$ cat src/common/cpuodt_pkg.sv
// Purpose: Shared constants and types for the opcode decode and timing block.
// Assumes: One clk cycle stands for one processor state.
// Notes: Opcode values and state counts are named here once.
package cpuodt_pkg;

	// Register field codes.
	localparam logic [2:0] REG_B = 3'h0;
	localparam logic [2:0] REG_C = 3'h1;
	localparam logic [2:0] REG_D = 3'h2;
	localparam logic [2:0] REG_E = 3'h3;
	localparam logic [2:0] REG_H = 3'h4;
	localparam logic [2:0] REG_L = 3'h5;
	localparam logic [2:0] REG_MEM = 3'h6;
	localparam logic [2:0] REG_A = 3'h7;

	// Opcode values and the pattern of the XOR group, covering both the register and the memory forms.
	localparam logic [7:0] OPC_SWAP_STACK_TOP_HL = 8'hE3;
	localparam logic [7:0] OPC_SWAP_DE_HL = 8'hEB;
	localparam logic [7:0] OPC_SUB_IMMEDIATE = 8'hD6;
	localparam logic [7:0] OPC_XOR_GROUP = 8'hA8;
	localparam logic [7:0] OPC_XOR_GROUP_MASK = 8'hF8;
	localparam logic [7:0] OPC_RETURN_IF_PARITY_EVEN = 8'hE8;
	localparam logic [7:0] OPC_RETURN_IF_PARITY_ODD = 8'hE0;
	localparam logic [7:0] OPC_PAIR_INCREMENT_DE = 8'h13;
	localparam logic [7:0] OPC_PAIR_INCREMENT_HL = 8'h23;

	// State counts per instruction.
	localparam logic [4:0] ST_SWAP_STACK_TOP_HL = 5'h12;
	localparam logic [4:0] ST_SWAP_DE_HL = 5'h04;
	localparam logic [4:0] ST_SUB_IMMEDIATE = 5'h07;
	localparam logic [4:0] ST_XOR_MEM = 5'h07;
	localparam logic [4:0] ST_XOR_REG = 5'h04;
	localparam logic [4:0] ST_RET_NOT_TAKEN = 5'h05;
	localparam logic [4:0] ST_RET_TAKEN = 5'h0B;
	localparam logic [4:0] ST_PAIR_INCREMENT = 5'h05;
	localparam logic [4:0] ST_UNDECODED = 5'h04;

	// Pair selectors.
	localparam logic PAIR_DE = 1'b0;
	localparam logic PAIR_HL = 1'b1;

	typedef enum logic [2:0] {
		OP_NONE,
		OP_SWAP_STACK_TOP_HL,
		OP_SWAP_DE_HL,
		OP_SUB_IMMEDIATE,
		OP_XOR_INTO_ACC,
		OP_RETURN_IF_PARITY_EVEN,
		OP_RETURN_IF_PARITY_ODD,
		OP_PAIR_INCREMENT
	} cpuodt_op_e;

	typedef struct packed {
		cpuodt_op_e op;
		logic [2:0] dest_reg_field;
		logic [2:0] src_reg_field;
		logic mem_at_hl;
		logic needs_imm;
		logic pair_sel;
		logic ret_taken;
		logic [4:0] states;
	} cpuodt_dec_s;

endpackage : cpuodt_pkg

$ cat src/hdl/cpuodt_decode.sv
// Purpose: Decode one opcode byte into its operation, register fields and state count.
// Assumes: Opcode bytes and the parity flag are synchronous to clk.
// Notes: The block holds itself busy for the instruction's state count.
// Summary of operation
// - Register fields: 000 B, 001 C, 010 D, 011 E, 100 H, 101 L, 110 memory, 111 A.
// - Two-count instructions pick short or long count from the tested flag.
// - Opcode E3 swaps HL with stack top, 18 states.
// - Opcode EB swaps DE with HL, 4 states.
// - Opcode D6 subtracts immediate byte from A, 7 states.
// - Opcode AE XORs memory at HL into A, 7 states.
// - Opcodes 10101sss with sss not 110 XOR selected register into A, 4 states.
// - Opcode E8 returns only on even parity, 5 or 11 states.
// - Opcode E0 returns only on odd parity, 5 or 11 states.
// - Opcode 13 increments pair DE as one value, 5 states.
// - Opcode 23 increments pair HL as one value, 5 states.
`timescale 1ns/1ps
`default_nettype none

module cpuodt_decode (
	input wire logic clk,
	input wire logic rst_n,
	input wire logic op_valid,
	input wire logic [7:0] op_byte,
	input wire logic parity_flag,
	output logic ready_ff,
	output logic dec_valid_ff,
	output cpuodt_pkg::cpuodt_dec_s dec_ff,
	output logic done_ff
);
	import cpuodt_pkg::*;

	typedef enum logic {
		CPUODT_IDLE,
		CPUODT_RUN
	} cpuodt_state_e;

	cpuodt_state_e state_ff;
	cpuodt_dec_s nxt_dec;
	logic [4:0] cnt_ff;
	logic accept;

	assign accept = op_valid && ready_ff;

	always_comb begin
		nxt_dec = '0;
		nxt_dec.op = OP_NONE;
		nxt_dec.states = ST_UNDECODED;
		if (op_byte == OPC_SWAP_STACK_TOP_HL) begin
			nxt_dec.op = OP_SWAP_STACK_TOP_HL;
			nxt_dec.pair_sel = PAIR_HL;
			nxt_dec.states = ST_SWAP_STACK_TOP_HL;
		end else if (op_byte == OPC_SWAP_DE_HL) begin
			nxt_dec.op = OP_SWAP_DE_HL;
			nxt_dec.states = ST_SWAP_DE_HL;
		end else if (op_byte == OPC_SUB_IMMEDIATE) begin
			nxt_dec.op = OP_SUB_IMMEDIATE;
			nxt_dec.dest_reg_field = REG_A;
			nxt_dec.needs_imm = 1'b1;
			nxt_dec.states = ST_SUB_IMMEDIATE;
		end else if ((op_byte & OPC_XOR_GROUP_MASK) == OPC_XOR_GROUP) begin
			nxt_dec.op = OP_XOR_INTO_ACC;
			nxt_dec.dest_reg_field = REG_A;
			nxt_dec.src_reg_field = op_byte[2:0];
			if (op_byte[2:0] == REG_MEM) begin
				nxt_dec.mem_at_hl = 1'b1;
				nxt_dec.states = ST_XOR_MEM;
			end else begin
				nxt_dec.states = ST_XOR_REG;
			end
		end else if (op_byte == OPC_RETURN_IF_PARITY_EVEN) begin
			nxt_dec.op = OP_RETURN_IF_PARITY_EVEN;
			nxt_dec.ret_taken = parity_flag;
			nxt_dec.states = parity_flag ? ST_RET_TAKEN : ST_RET_NOT_TAKEN;
		end else if (op_byte == OPC_RETURN_IF_PARITY_ODD) begin
			nxt_dec.op = OP_RETURN_IF_PARITY_ODD;
			nxt_dec.ret_taken = !parity_flag;
			nxt_dec.states = parity_flag ? ST_RET_NOT_TAKEN : ST_RET_TAKEN;
		end else if (op_byte == OPC_PAIR_INCREMENT_DE) begin
			nxt_dec.op = OP_PAIR_INCREMENT;
			nxt_dec.pair_sel = PAIR_DE;
			nxt_dec.states = ST_PAIR_INCREMENT;
		end else if (op_byte == OPC_PAIR_INCREMENT_HL) begin
			nxt_dec.op = OP_PAIR_INCREMENT;
			nxt_dec.pair_sel = PAIR_HL;
			nxt_dec.states = ST_PAIR_INCREMENT;
		end
	end

	// The decode result is held for the whole instruction so the datapath can read it late.
	always_ff @(posedge clk or negedge rst_n) begin
		if (!rst_n) begin
			dec_ff <= '0;
		end else if (accept) begin
			dec_ff <= nxt_dec;
		end
	end

	always_ff @(posedge clk or negedge rst_n) begin
		if (!rst_n) begin
			dec_valid_ff <= 1'b0;
		end else begin
			dec_valid_ff <= accept;
		end
	end

	// The parity flag is sampled with the opcode; a later flag change cannot stretch a return.
	always_ff @(posedge clk or negedge rst_n) begin
		if (!rst_n) begin
			state_ff <= CPUODT_IDLE;
			cnt_ff <= 5'h00;
			ready_ff <= 1'b1;
			done_ff <= 1'b0;
		end else begin
			done_ff <= 1'b0;
			case (state_ff)
				CPUODT_IDLE: begin
					if (accept) begin
						state_ff <= CPUODT_RUN;
						cnt_ff <= nxt_dec.states - 5'h01;
						ready_ff <= 1'b0;
					end
				end
				CPUODT_RUN: begin
					if (cnt_ff == 5'h00) begin
						state_ff <= CPUODT_IDLE;
						ready_ff <= 1'b1;
						done_ff <= 1'b1;
					end else begin
						cnt_ff <= cnt_ff - 5'h01;
					end
				end
				default: begin
					state_ff <= CPUODT_IDLE;
					ready_ff <= 1'b1;
				end
			endcase
		end
	end

	AST_XOR_FIELDS: assert property (@(posedge clk) disable iff (!rst_n)
		dec_valid_ff && dec_ff.op == OP_XOR_INTO_ACC |->
		dec_ff.dest_reg_field == REG_A && dec_ff.src_reg_field == $past(op_byte[2:0]))
		else $error("XOR register fields wrong");

	AST_RET_COUNT: assert property (@(posedge clk) disable iff (!rst_n)
		dec_valid_ff && (dec_ff.op == OP_RETURN_IF_PARITY_EVEN ||
		dec_ff.op == OP_RETURN_IF_PARITY_ODD) |->
		dec_ff.states == (dec_ff.ret_taken ? ST_RET_TAKEN : ST_RET_NOT_TAKEN))
		else $error("Return state count does not follow the condition");

	AST_SWAP_STACK_LEN: assert property (@(posedge clk) disable iff (!rst_n)
		dec_valid_ff && dec_ff.op == OP_SWAP_STACK_TOP_HL |-> ##18 done_ff)
		else $error("Stack swap did not end after 18 states");

	AST_SWAP_DE_HL_LEN: assert property (@(posedge clk) disable iff (!rst_n)
		$rose(dec_valid_ff) && dec_ff.op == OP_SWAP_DE_HL |-> !done_ff[*4] ##1 done_ff)
		else $error("DE HL swap did not end after 4 states");

	AST_SUB_IMM: assert property (@(posedge clk) disable iff (!rst_n)
		accept && op_byte == OPC_SUB_IMMEDIATE |->
		##1 dec_ff.needs_imm && dec_ff.op == OP_SUB_IMMEDIATE ##7 done_ff)
		else $error("Immediate subtract decode or length wrong");

	AST_XOR_MEM: assert property (@(posedge clk) disable iff (!rst_n)
		accept && (op_byte & OPC_XOR_GROUP_MASK) == OPC_XOR_GROUP && op_byte[2:0] == REG_MEM |->
		##1 dec_ff.mem_at_hl && dec_ff.states == ST_XOR_MEM)
		else $error("XOR memory form decode wrong");

	AST_XOR_REG_LEN: assert property (@(posedge clk) disable iff (!rst_n)
		dec_valid_ff && dec_ff.op == OP_XOR_INTO_ACC && !dec_ff.mem_at_hl |-> ##4 done_ff)
		else $error("XOR register form not 4 states");

	AST_RPE_TAKEN: assert property (@(posedge clk) disable iff (!rst_n)
		accept && op_byte == OPC_RETURN_IF_PARITY_EVEN |->
		##1 dec_ff.ret_taken == $past(parity_flag))
		else $error("Even parity return condition wrong");

	AST_RPO_TAKEN: assert property (@(posedge clk) disable iff (!rst_n)
		accept && op_byte == OPC_RETURN_IF_PARITY_ODD && parity_flag |->
		##1 !dec_ff.ret_taken ##5 done_ff)
		else $error("Odd parity return not skipped in 5 states");

	AST_INX_DE: assert property (@(posedge clk) disable iff (!rst_n)
		accept && op_byte == OPC_PAIR_INCREMENT_DE |->
		##1 dec_ff.op == OP_PAIR_INCREMENT && dec_ff.pair_sel == PAIR_DE ##5 done_ff)
		else $error("DE increment decode or length wrong");

	AST_INX_HL: assert property (@(posedge clk) disable iff (!rst_n)
		accept && op_byte == OPC_PAIR_INCREMENT_HL |->
		##1 dec_ff.pair_sel == PAIR_HL && dec_ff.states == ST_PAIR_INCREMENT)
		else $error("HL increment decode wrong");

	AST_MEM_VIA_HL: assert property (@(posedge clk) disable iff (!rst_n)
		dec_valid_ff && dec_ff.op == OP_XOR_INTO_ACC |->
		dec_ff.mem_at_hl == (dec_ff.src_reg_field == REG_MEM))
		else $error("Memory operand not tied to HL addressing");

	// A taken return must also spend the long count, not only flag it.
	AST_RPE_LONG: assert property (@(posedge clk) disable iff (!rst_n)
		accept && op_byte == OPC_RETURN_IF_PARITY_EVEN && parity_flag |->
		##1 dec_ff.ret_taken ##11 done_ff)
		else $error("Even parity return not taken in 11 states");

	AST_RPO_LONG: assert property (@(posedge clk) disable iff (!rst_n)
		accept && op_byte == OPC_RETURN_IF_PARITY_ODD && !parity_flag |->
		##1 dec_ff.ret_taken ##11 done_ff)
		else $error("Odd parity return not taken in 11 states");

	AST_XOR_MEM_LEN: assert property (@(posedge clk) disable iff (!rst_n)
		accept && (op_byte & OPC_XOR_GROUP_MASK) == OPC_XOR_GROUP && op_byte[2:0] == REG_MEM |->
		##8 done_ff)
		else $error("XOR memory form not 7 states");

	// Requests offered while a count runs are refused, so ready must stay low.
	AST_BUSY_WHILE_RUN: assert property (@(posedge clk) disable iff (!rst_n)
		dec_valid_ff |-> !ready_ff)
		else $error("Ready high while an instruction runs");

	AST_DONE_RELEASES: assert property (@(posedge clk) disable iff (!rst_n)
		done_ff |-> ready_ff && !dec_valid_ff)
		else $error("Done without ready");

endmodule : cpuodt_decode

`default_nettype wire

$ cat config.mk
export PLATFORM = sky130hd
export DESIGN_NAME = cpuodt_decode
export DESIGN_NICKNAME = d
export VERILOG_FILES = /design/src/common/cpuodt_pkg.sv /design/src/hdl/cpuodt_decode.sv
export SDC_FILE = /design/constraint.sdc
export NUM_CORES = 1
export LEC_CHECK = 0
export BUFFER_PORTS_ARGS = -buffer_cell sky130_fd_sc_hd__buf_2
export CAP_MARGIN = 40
export CORE_ASPECT_RATIO = 2
export CORE_MARGIN = 4
export CORE_UTILIZATION = 40
export CTS_BUF_LIST = sky130_fd_sc_hd__clkbuf_8
export CTS_CLUSTER_SIZE = 8
export DETAILED_ROUTE_END_ITERATION = 10
export GPL_TIMING_DRIVEN = 0
export PLACE_DENSITY_LB_ADDON = 0.2
export SYNTH_ARGS = -nofsm -noshare
export SYNTH_HDL_FRONTEND = slang
export SYNTH_SLANG_ARGS = --single-unit
$ cat constraint.sdc
create_clock -name clk -period 1.6 [get_ports clk]
set_input_delay 0.4 -clock clk [delete_from_list [all_inputs] [get_ports clk]]
set_output_delay 0.4 -clock clk [all_outputs]
set_load 0.03 [all_outputs]
==> impl_metrics.tcl, run 1 <==
set metrics [dict create \
    die_w_um 48.55 \
    synthesis.instances 134 \
    clkSinkCount 24 \
    fillCellCount 287 \
    gr-usage-all-layers_pct 17.22 \
    synthTopCellsByCount "dfrtp_1 (23), nand2_1 (16), nor2_1 (13)" \
    vias_per_cell 5.749 \
    synth-seq-cells 24 \
    rr_endpoint "cnt_ff[4]" \
    ys_top_cells_by_area "dfrtp_1 (44%), nand2_1 (4.6%), nor2_1 (3.7%)" \
    clock-root-buffer "clkbuf_8" \
    period_share_pct 112.7 \
    power.density_mw_per_mm2 1454 \
    cp-start-kind "input pin" \
    grt_pass1_wl_um 5858 \
    synthSimpleGateAreaFrac_pct 26.26 \
    syn_avg_cell_area_um2 9.814 \
    p_leak_nw 0.8847 \
    antenna_found_initial 0 \
    synth_edf_count 0 \
    layout-drive-gt1-share_pct 43.33 \
    core-area_mm2 0.003157 \
    maxCapViolCount 0 \
    cts_max_path_buffers 2 \
    rr_startpoint "state_ff" \
    dr.pass1.iters 5 \
    gp_congestion 0.8745 \
    ir_drop_uv 772.3 \
    fin_skew_ns 0.003746 \
    synth_cell_types 49 \
    drc_errors 0 \
    slew_headroom_pct 63.07 \
    ys.flop_type "dfrtp_1" \
    initial_core_util_pct 41.66 \
    combPwrFrac_pct 49.0 \
    yosys.area.top_type "dfrtp_1" \
    die-area_mm2 0.004325 \
    area_growth_syn_to_layout_pct 40.06 \
    yosysTopAreaCellShare_pct 43.77 \
    p_sw_mw 1.109 \
    total_power_mw 2.677 \
    synth.mux.area_fraction_pct 1.522 \
    synthArstFlopShare_pct 100.0 \
    insertion_delay_ns 0.27 \
    violations "negative setup slack" \
    slew_viol_final 0 \
    fp-row-count 29 \
    worstPathMaxFanout 5 \
    cts_tree "yes" \
    postCtsHoldBufs 0 \
    die_h_um 89.09 \
    max_freq_mhz 554.8 \
    internal_power_mw 1.568 \
    reg2reg_slack_ns -0.12 \
    grt_pass1_vias 1314 \
    wl_per_cell_um 16.90 \
    period_needed_ns 1.802 \
    drtIter0Drc 24 \
    p_sw_share_pct 41.43 \
    r2r_cells 6 \
    min_path_type "in2async" \
    synth_nets 147 \
    ys_seq_area_share_pct 45.77 \
    worst_slack_ns -0.2025 \
    vias 1213 \
    clkTransAtPathRegs_ns 0.09 \
    synth_top_family_by_area "simple AND/OR/NAND/NOR gates" \
    layout.cells.non_filler 211 \
    outcome "finished, violations left" \
    pin_count 33 \
    setup_viol 5 \
    htreeDepth 1 \
    port_buffers 29 \
    rsz0062_at_grt "true" \
    dp_hpwl_um 2524 \
    diodes 0 \
    fin_nets 194 \
    worst_pin_slew_ns 0.5539 \
    yosysWarnings 0 \
    grt_max_degree 25 \
    worstPathArrival_ns 1.95 \
    worstPathRequired_ns 1.75 \
    placedCellCount 194 \
    cts_buffers 3 \
    yosysMostFrequentCell "dfrtp_1" \
    synth-compound-area-share_pct 17.98 \
    worst-setup-path-type "in2reg" \
    clkPwrFrac_pct 15.6 \
    overflow 0 \
    p_seq_share_pct 35.3 \
    netlist_area_mm2 0.001315 \
    hold_viol 0 \
    yosys.area_share.xor_xnor_pct 1.998 \
    crit_path_end_kind "flop" \
    synth_fa_ha_area_share_pct 0.9515 \
    wirelength_um 3565 \
    ant_nets 0 \
]
[flip-flops by register name, indices dropped and copies added, names as in the netlist]
name / cells
done_ff: 1
dec_valid_ff: 1
dec_ff: 15
ready_ff: 1
state_ff: 1
cnt_ff: 5
[how the worst max path moves through the flow]
| stage | from | end | slack, ns | cells after the start |
|---|---|---|---|---|
| finish | op_byte[2] | cnt_ff[4] | -0.20 | 10 |
| global route | op_byte[3] | cnt_ff[4] | -0.27 | 9 |
| CTS | op_byte[2] | cnt_ff[2] | -0.16 | 10 |
| detailed placement | op_byte[4] | cnt_ff[4] | -0.80 | 9 |
| global placement | op_byte[4] | cnt_ff[4] | -0.76 | 9 |
| floorplan | op_byte[3] | cnt_ff[4] | -0.41 | 9 |
[stage by stage]
stage / cell area [µm²] / setup slack (ns) / util [%] / setup TNS [ns] / hold slack (ns)
2_1_floorplan: 1343 / -0.4058 / - / -0.9209 / 0.1044
3_3_place_gp: 1526 / -0.7592 / 48.36 / -2.731 / 0.4067
5_1_grt: 1842 / -0.2748 / 58.34 / -0.8673 / 0.1543
3_5_place_dp: 1526 / -0.8041 / 48.36 / -3.139 / 0.4293
6_report: 1842 / -0.2025 / 58.34 / -0.5114 / 0.1127
4_1_cts: 1813 / -0.1621 / 57.43 / -0.4248 / 0.1391
[layout by cell type, fill, tap and decap left out, types with 2 or more instances in the layout]
| master | instances |
|---|---|
| a31oi_1 | 3 |
| a21oi_1 | 4 |
| nand4bb_4 | 2 |
| a22o_1 | 3 |
| nand2b_1 | 2 |
| buf_6 | 3 |
| nor4_4 | 3 |
| or2_2 | 2 |
| mux2i_1 | 2 |
| inv_1 | 5 |
| or3_4 | 2 |
| nand4bb_1 | 2 |
| nor3_1 | 4 |
| nor2_1 | 12 |
| buf_4 | 18 |
| clkbuf_8 | 6 |
| nand2_1 | 15 |
| o31ai_1 | 4 |
| o21ai_0 | 5 |
| buf_2 | 25 |
| dfrtp_1 | 23 |
[timing repair]
| action | in CTS | in global routing |
|---|---|---|
| gates cloned | 0 | 0 |
| resized for setup | 25 | 5 |
| pin swaps | 8 | 0 |
| hold endpoints to repair | 0 | 0 |
| setup buffers | 13 | 0 |
| endpoints found under the setup margin | 6 | 6 |
[critical path: stages]
cell and delay [ns]:
buf_6 0.09, clkbuf_8 0.14, nand4b_1 0.14, a21oi_2 0.06
or3_4 0.33, mux2i_1 0.17, ha_2 0.28, nor4_4 0.07
a211oi_2 0.22, a21oi_1 0.06
[power groups by stage]
stage / registers, mW / clock network [mW] / logic [mW]
after floorplan: 1.14 / 0 / 0.659
after global placement: 0.952 / 0 / 1.14
after detailed placement: 0.961 / 0 / 1.16
after CTS: 0.943 / 0.426 / 1.30
after global routing: 0.973 / 0.447 / 1.44
final: 0.946 / 0.419 / 1.31
[routing by layer]
metal	track usage (%)	wire length, µm	part of all wire, %
met5	0	0	0
met3	1.669	89	2.5
met4	11.52	106	3.0
met2	33.57	2054	58
met1	16.53	1314	37
[area by class of cell]
class | count | area, µm² | share of cell area, %
tap | 31 | 38.79 | 2.106
clock buffer | 4 | 55.05 | 2.989
inverter | 5 | 18.77 | 1.019
multi-input combinational | 95 | 752.0 | 40.83
buffer | 10 | 102.6 | 5.571
timing repair buffer | 42 | 272.8 | 14.81
sequential | 24 | 601.8 | 32.68
[cells by family after synthesis]
family,after synthesis
xor+xnor,3
simple gates,56
flops,24
mux,2
compound gates,33
fa+ha+maj,1
buf+inv,15
Power figures use the tool's default switching activity.
==> run 2, diff against run 1 <==
--- a/config.mk
+++ b/config.mk
@@ -13,8 +13,10 @@
 export CTS_BUF_LIST = sky130_fd_sc_hd__clkbuf_8
 export CTS_CLUSTER_SIZE = 8
 export DETAILED_ROUTE_END_ITERATION = 10
+export GPL_ROUTABILITY_DRIVEN = 0
 export GPL_TIMING_DRIVEN = 0
 export PLACE_DENSITY_LB_ADDON = 0.2
+export RECOVER_POWER = 25
 export SYNTH_ARGS = -nofsm -noshare
 export SYNTH_HDL_FRONTEND = slang
 export SYNTH_SLANG_ARGS = --single-unit
==> impl_metrics.tcl, run 2 (synthesis gave the netlist of run 1 again) <==
set metrics [dict create \
    outcome "finished, violations left" \
    violations "negative setup slack" \
    layout.cells.non_filler 217 \
    overflow 0 \
    slew_viol_final 0 \
    layout-drive-gt1-share_pct 45.70 \
    wirelength_um 3519 \
    worstPathMaxFanout 5 \
    p_leak_nw 0.9053 \
    ant_nets 0 \
    top_regs "dec_ff x15, cnt_ff x5" \
    largest_reg_flops 15 \
    final_common_cell "buf_2" \
    grt_max_degree 25 \
    worst-setup-path-type "in2reg" \
    worst_pin_slew_ns 1.310 \
    cts_max_path_buffers 2 \
    period_needed_ns 1.801 \
    fin_nets 200 \
    max_freq_mhz 555.1 \
    worstPathRequired_ns 1.77 \
    grt_pass1_vias 1270 \
    die_h_um 89.09 \
    die_w_um 48.55 \
    cp-start-kind "input pin" \
    area_growth_syn_to_layout_pct 43.39 \
    worst_slack_ns -0.2013 \
    period_share_pct 112.6 \
    clkSinkCount 24 \
    drtIter0Drc 29 \
    core-area_mm2 0.003157 \
    clock-root-buffer "clkbuf_8" \
    pin_count 33 \
    antenna_found_initial 0 \
    setup_viol 5 \
    total_power_mw 2.677 \
    dp_hpwl_um 2441 \
    maxCapViolCount 0 \
    port_buffers 29 \
    slew_headroom_pct 12.65 \
    fillCellCount 269 \
    htreeDepth 1 \
    regMostFlops "dec_ff" \
    fp-row-count 29 \
    diodes 0 \
    min_path_type "in2async" \
    final_cell_mix "buf_2 (24), dfrtp_1 (23), buf_4 (22), nand2_1 (14), nor2_1 (12)" \
    hold_viol 0 \
    gr-usage-all-layers_pct 16.35 \
    dr.pass1.iters 5 \
    rr_startpoint "cnt_ff[0]" \
    initial_core_util_pct 41.66 \
    vias_per_cell 5.724 \
    insertion_delay_ns 0.26 \
    crit_path_end_kind "flop" \
    die-area_mm2 0.004325 \
    worstPathArrival_ns 1.97 \
    drc_errors 0 \
    cts_tree "yes" \
    fin_skew_ns 0.002741 \
    clkTransAtPathRegs_ns 0.08 \
    cts_buffers 3 \
    vias 1242 \
    placedCellCount 194 \
    power.density_mw_per_mm2 1420 \
    ir_drop_uv 864.4 \
    final_util_pct 59.73 \
    grt_pass1_wl_um 5658 \
    setup-tns-final_ns -0.6105 \
    wl_per_cell_um 16.22 \
    setup.worst_path.start "op_byte[5]" \
    rsz0062_at_grt "true" \
]
-- run 2: changes by cell type in the layout (fill, tap and decap cells not counted), sizes merged --
cell    change
clkbuf      -1
inv         +1
buf         +6
-- run 2: path summary, 6_finish.rpt --
check | endpoint | slack (ns) | depth (start not counted)
worst max-delay path | cnt_ff[2] | -0.20 | 9
worst min-delay path | dec_ff[10] | 0.41 | 1
worst max register to register | cnt_ff[3] | -0.11 | 5
worst min register to register | dec_ff[2] | 0.48 | 2
max in group asynchronous | dec_ff[16] | 0.43 | 1
min in group clk | dec_ff[15] | 0.42 | 3
-- run 2: area by class of cell --
class                      instances  area (µm²)  area share, %
buffer                            10       88.84          4.711
multi-input combinational         95       760.7          40.35
timing repair buffer              48       331.6          17.58
clock inverter                     1       3.754         0.1991
tap                               31       38.79          2.057
clock buffer                       3       41.29          2.190
sequential                        24       601.8          31.92
inverter                           5       18.77         0.9954
-- run 2: metal layers --
layer | GRT usage [%] | wire length (µm) | vias up
li1 | - | - | 591
met1 | 16.54 | 1269 | 608
met2 | 30.71 | 2026 | 33
met3 | 2.170 | 117 | 10
met4 | 10.54 | 105 | 0
met5 | 0 | 0 | -
-- run 2: stage by stage --
stage                     instance area (µm²)  setup WS, ns  hold slack, ns
after floorplan                          1343       -0.4058          0.1044
after global routing                     1886       -0.2395          0.4417
after detailed placement                 1526       -0.7798          0.4131
final                                    1886       -0.2013          0.4069
after global placement                   1526       -0.7454          0.4098
after CTS                                1799       -0.1711          0.1264
-- run 2: critical path: stages --
cell     delay [ns]
buf_12         0.11
xnor2_4        0.18
nor4_4         0.07
or3_1          0.36
mux2i_1        0.16
ha_2           0.28
buf_6          0.12
nor4_2         0.03
o31ai_1        0.24
-- run 2: report_power, final --
part | internal (mW) | switching (mW) | total, mW | leakage (nW)
Clock | 0.171 | 0.182 | 0.354 | 0.0269
Sequential | 0.805 | 0.133 | 0.937 | 0.305
Combinational | 0.597 | 0.790 | 1.39 | 0.573
-- run 2: timing repair --
item                       4_1_cts  5_1_grt
gates resized for setup         22       14
hold buffers                     0        0
pin swaps                       11        9
buffers inserted                15        4
setup endpoints to repair        6        8
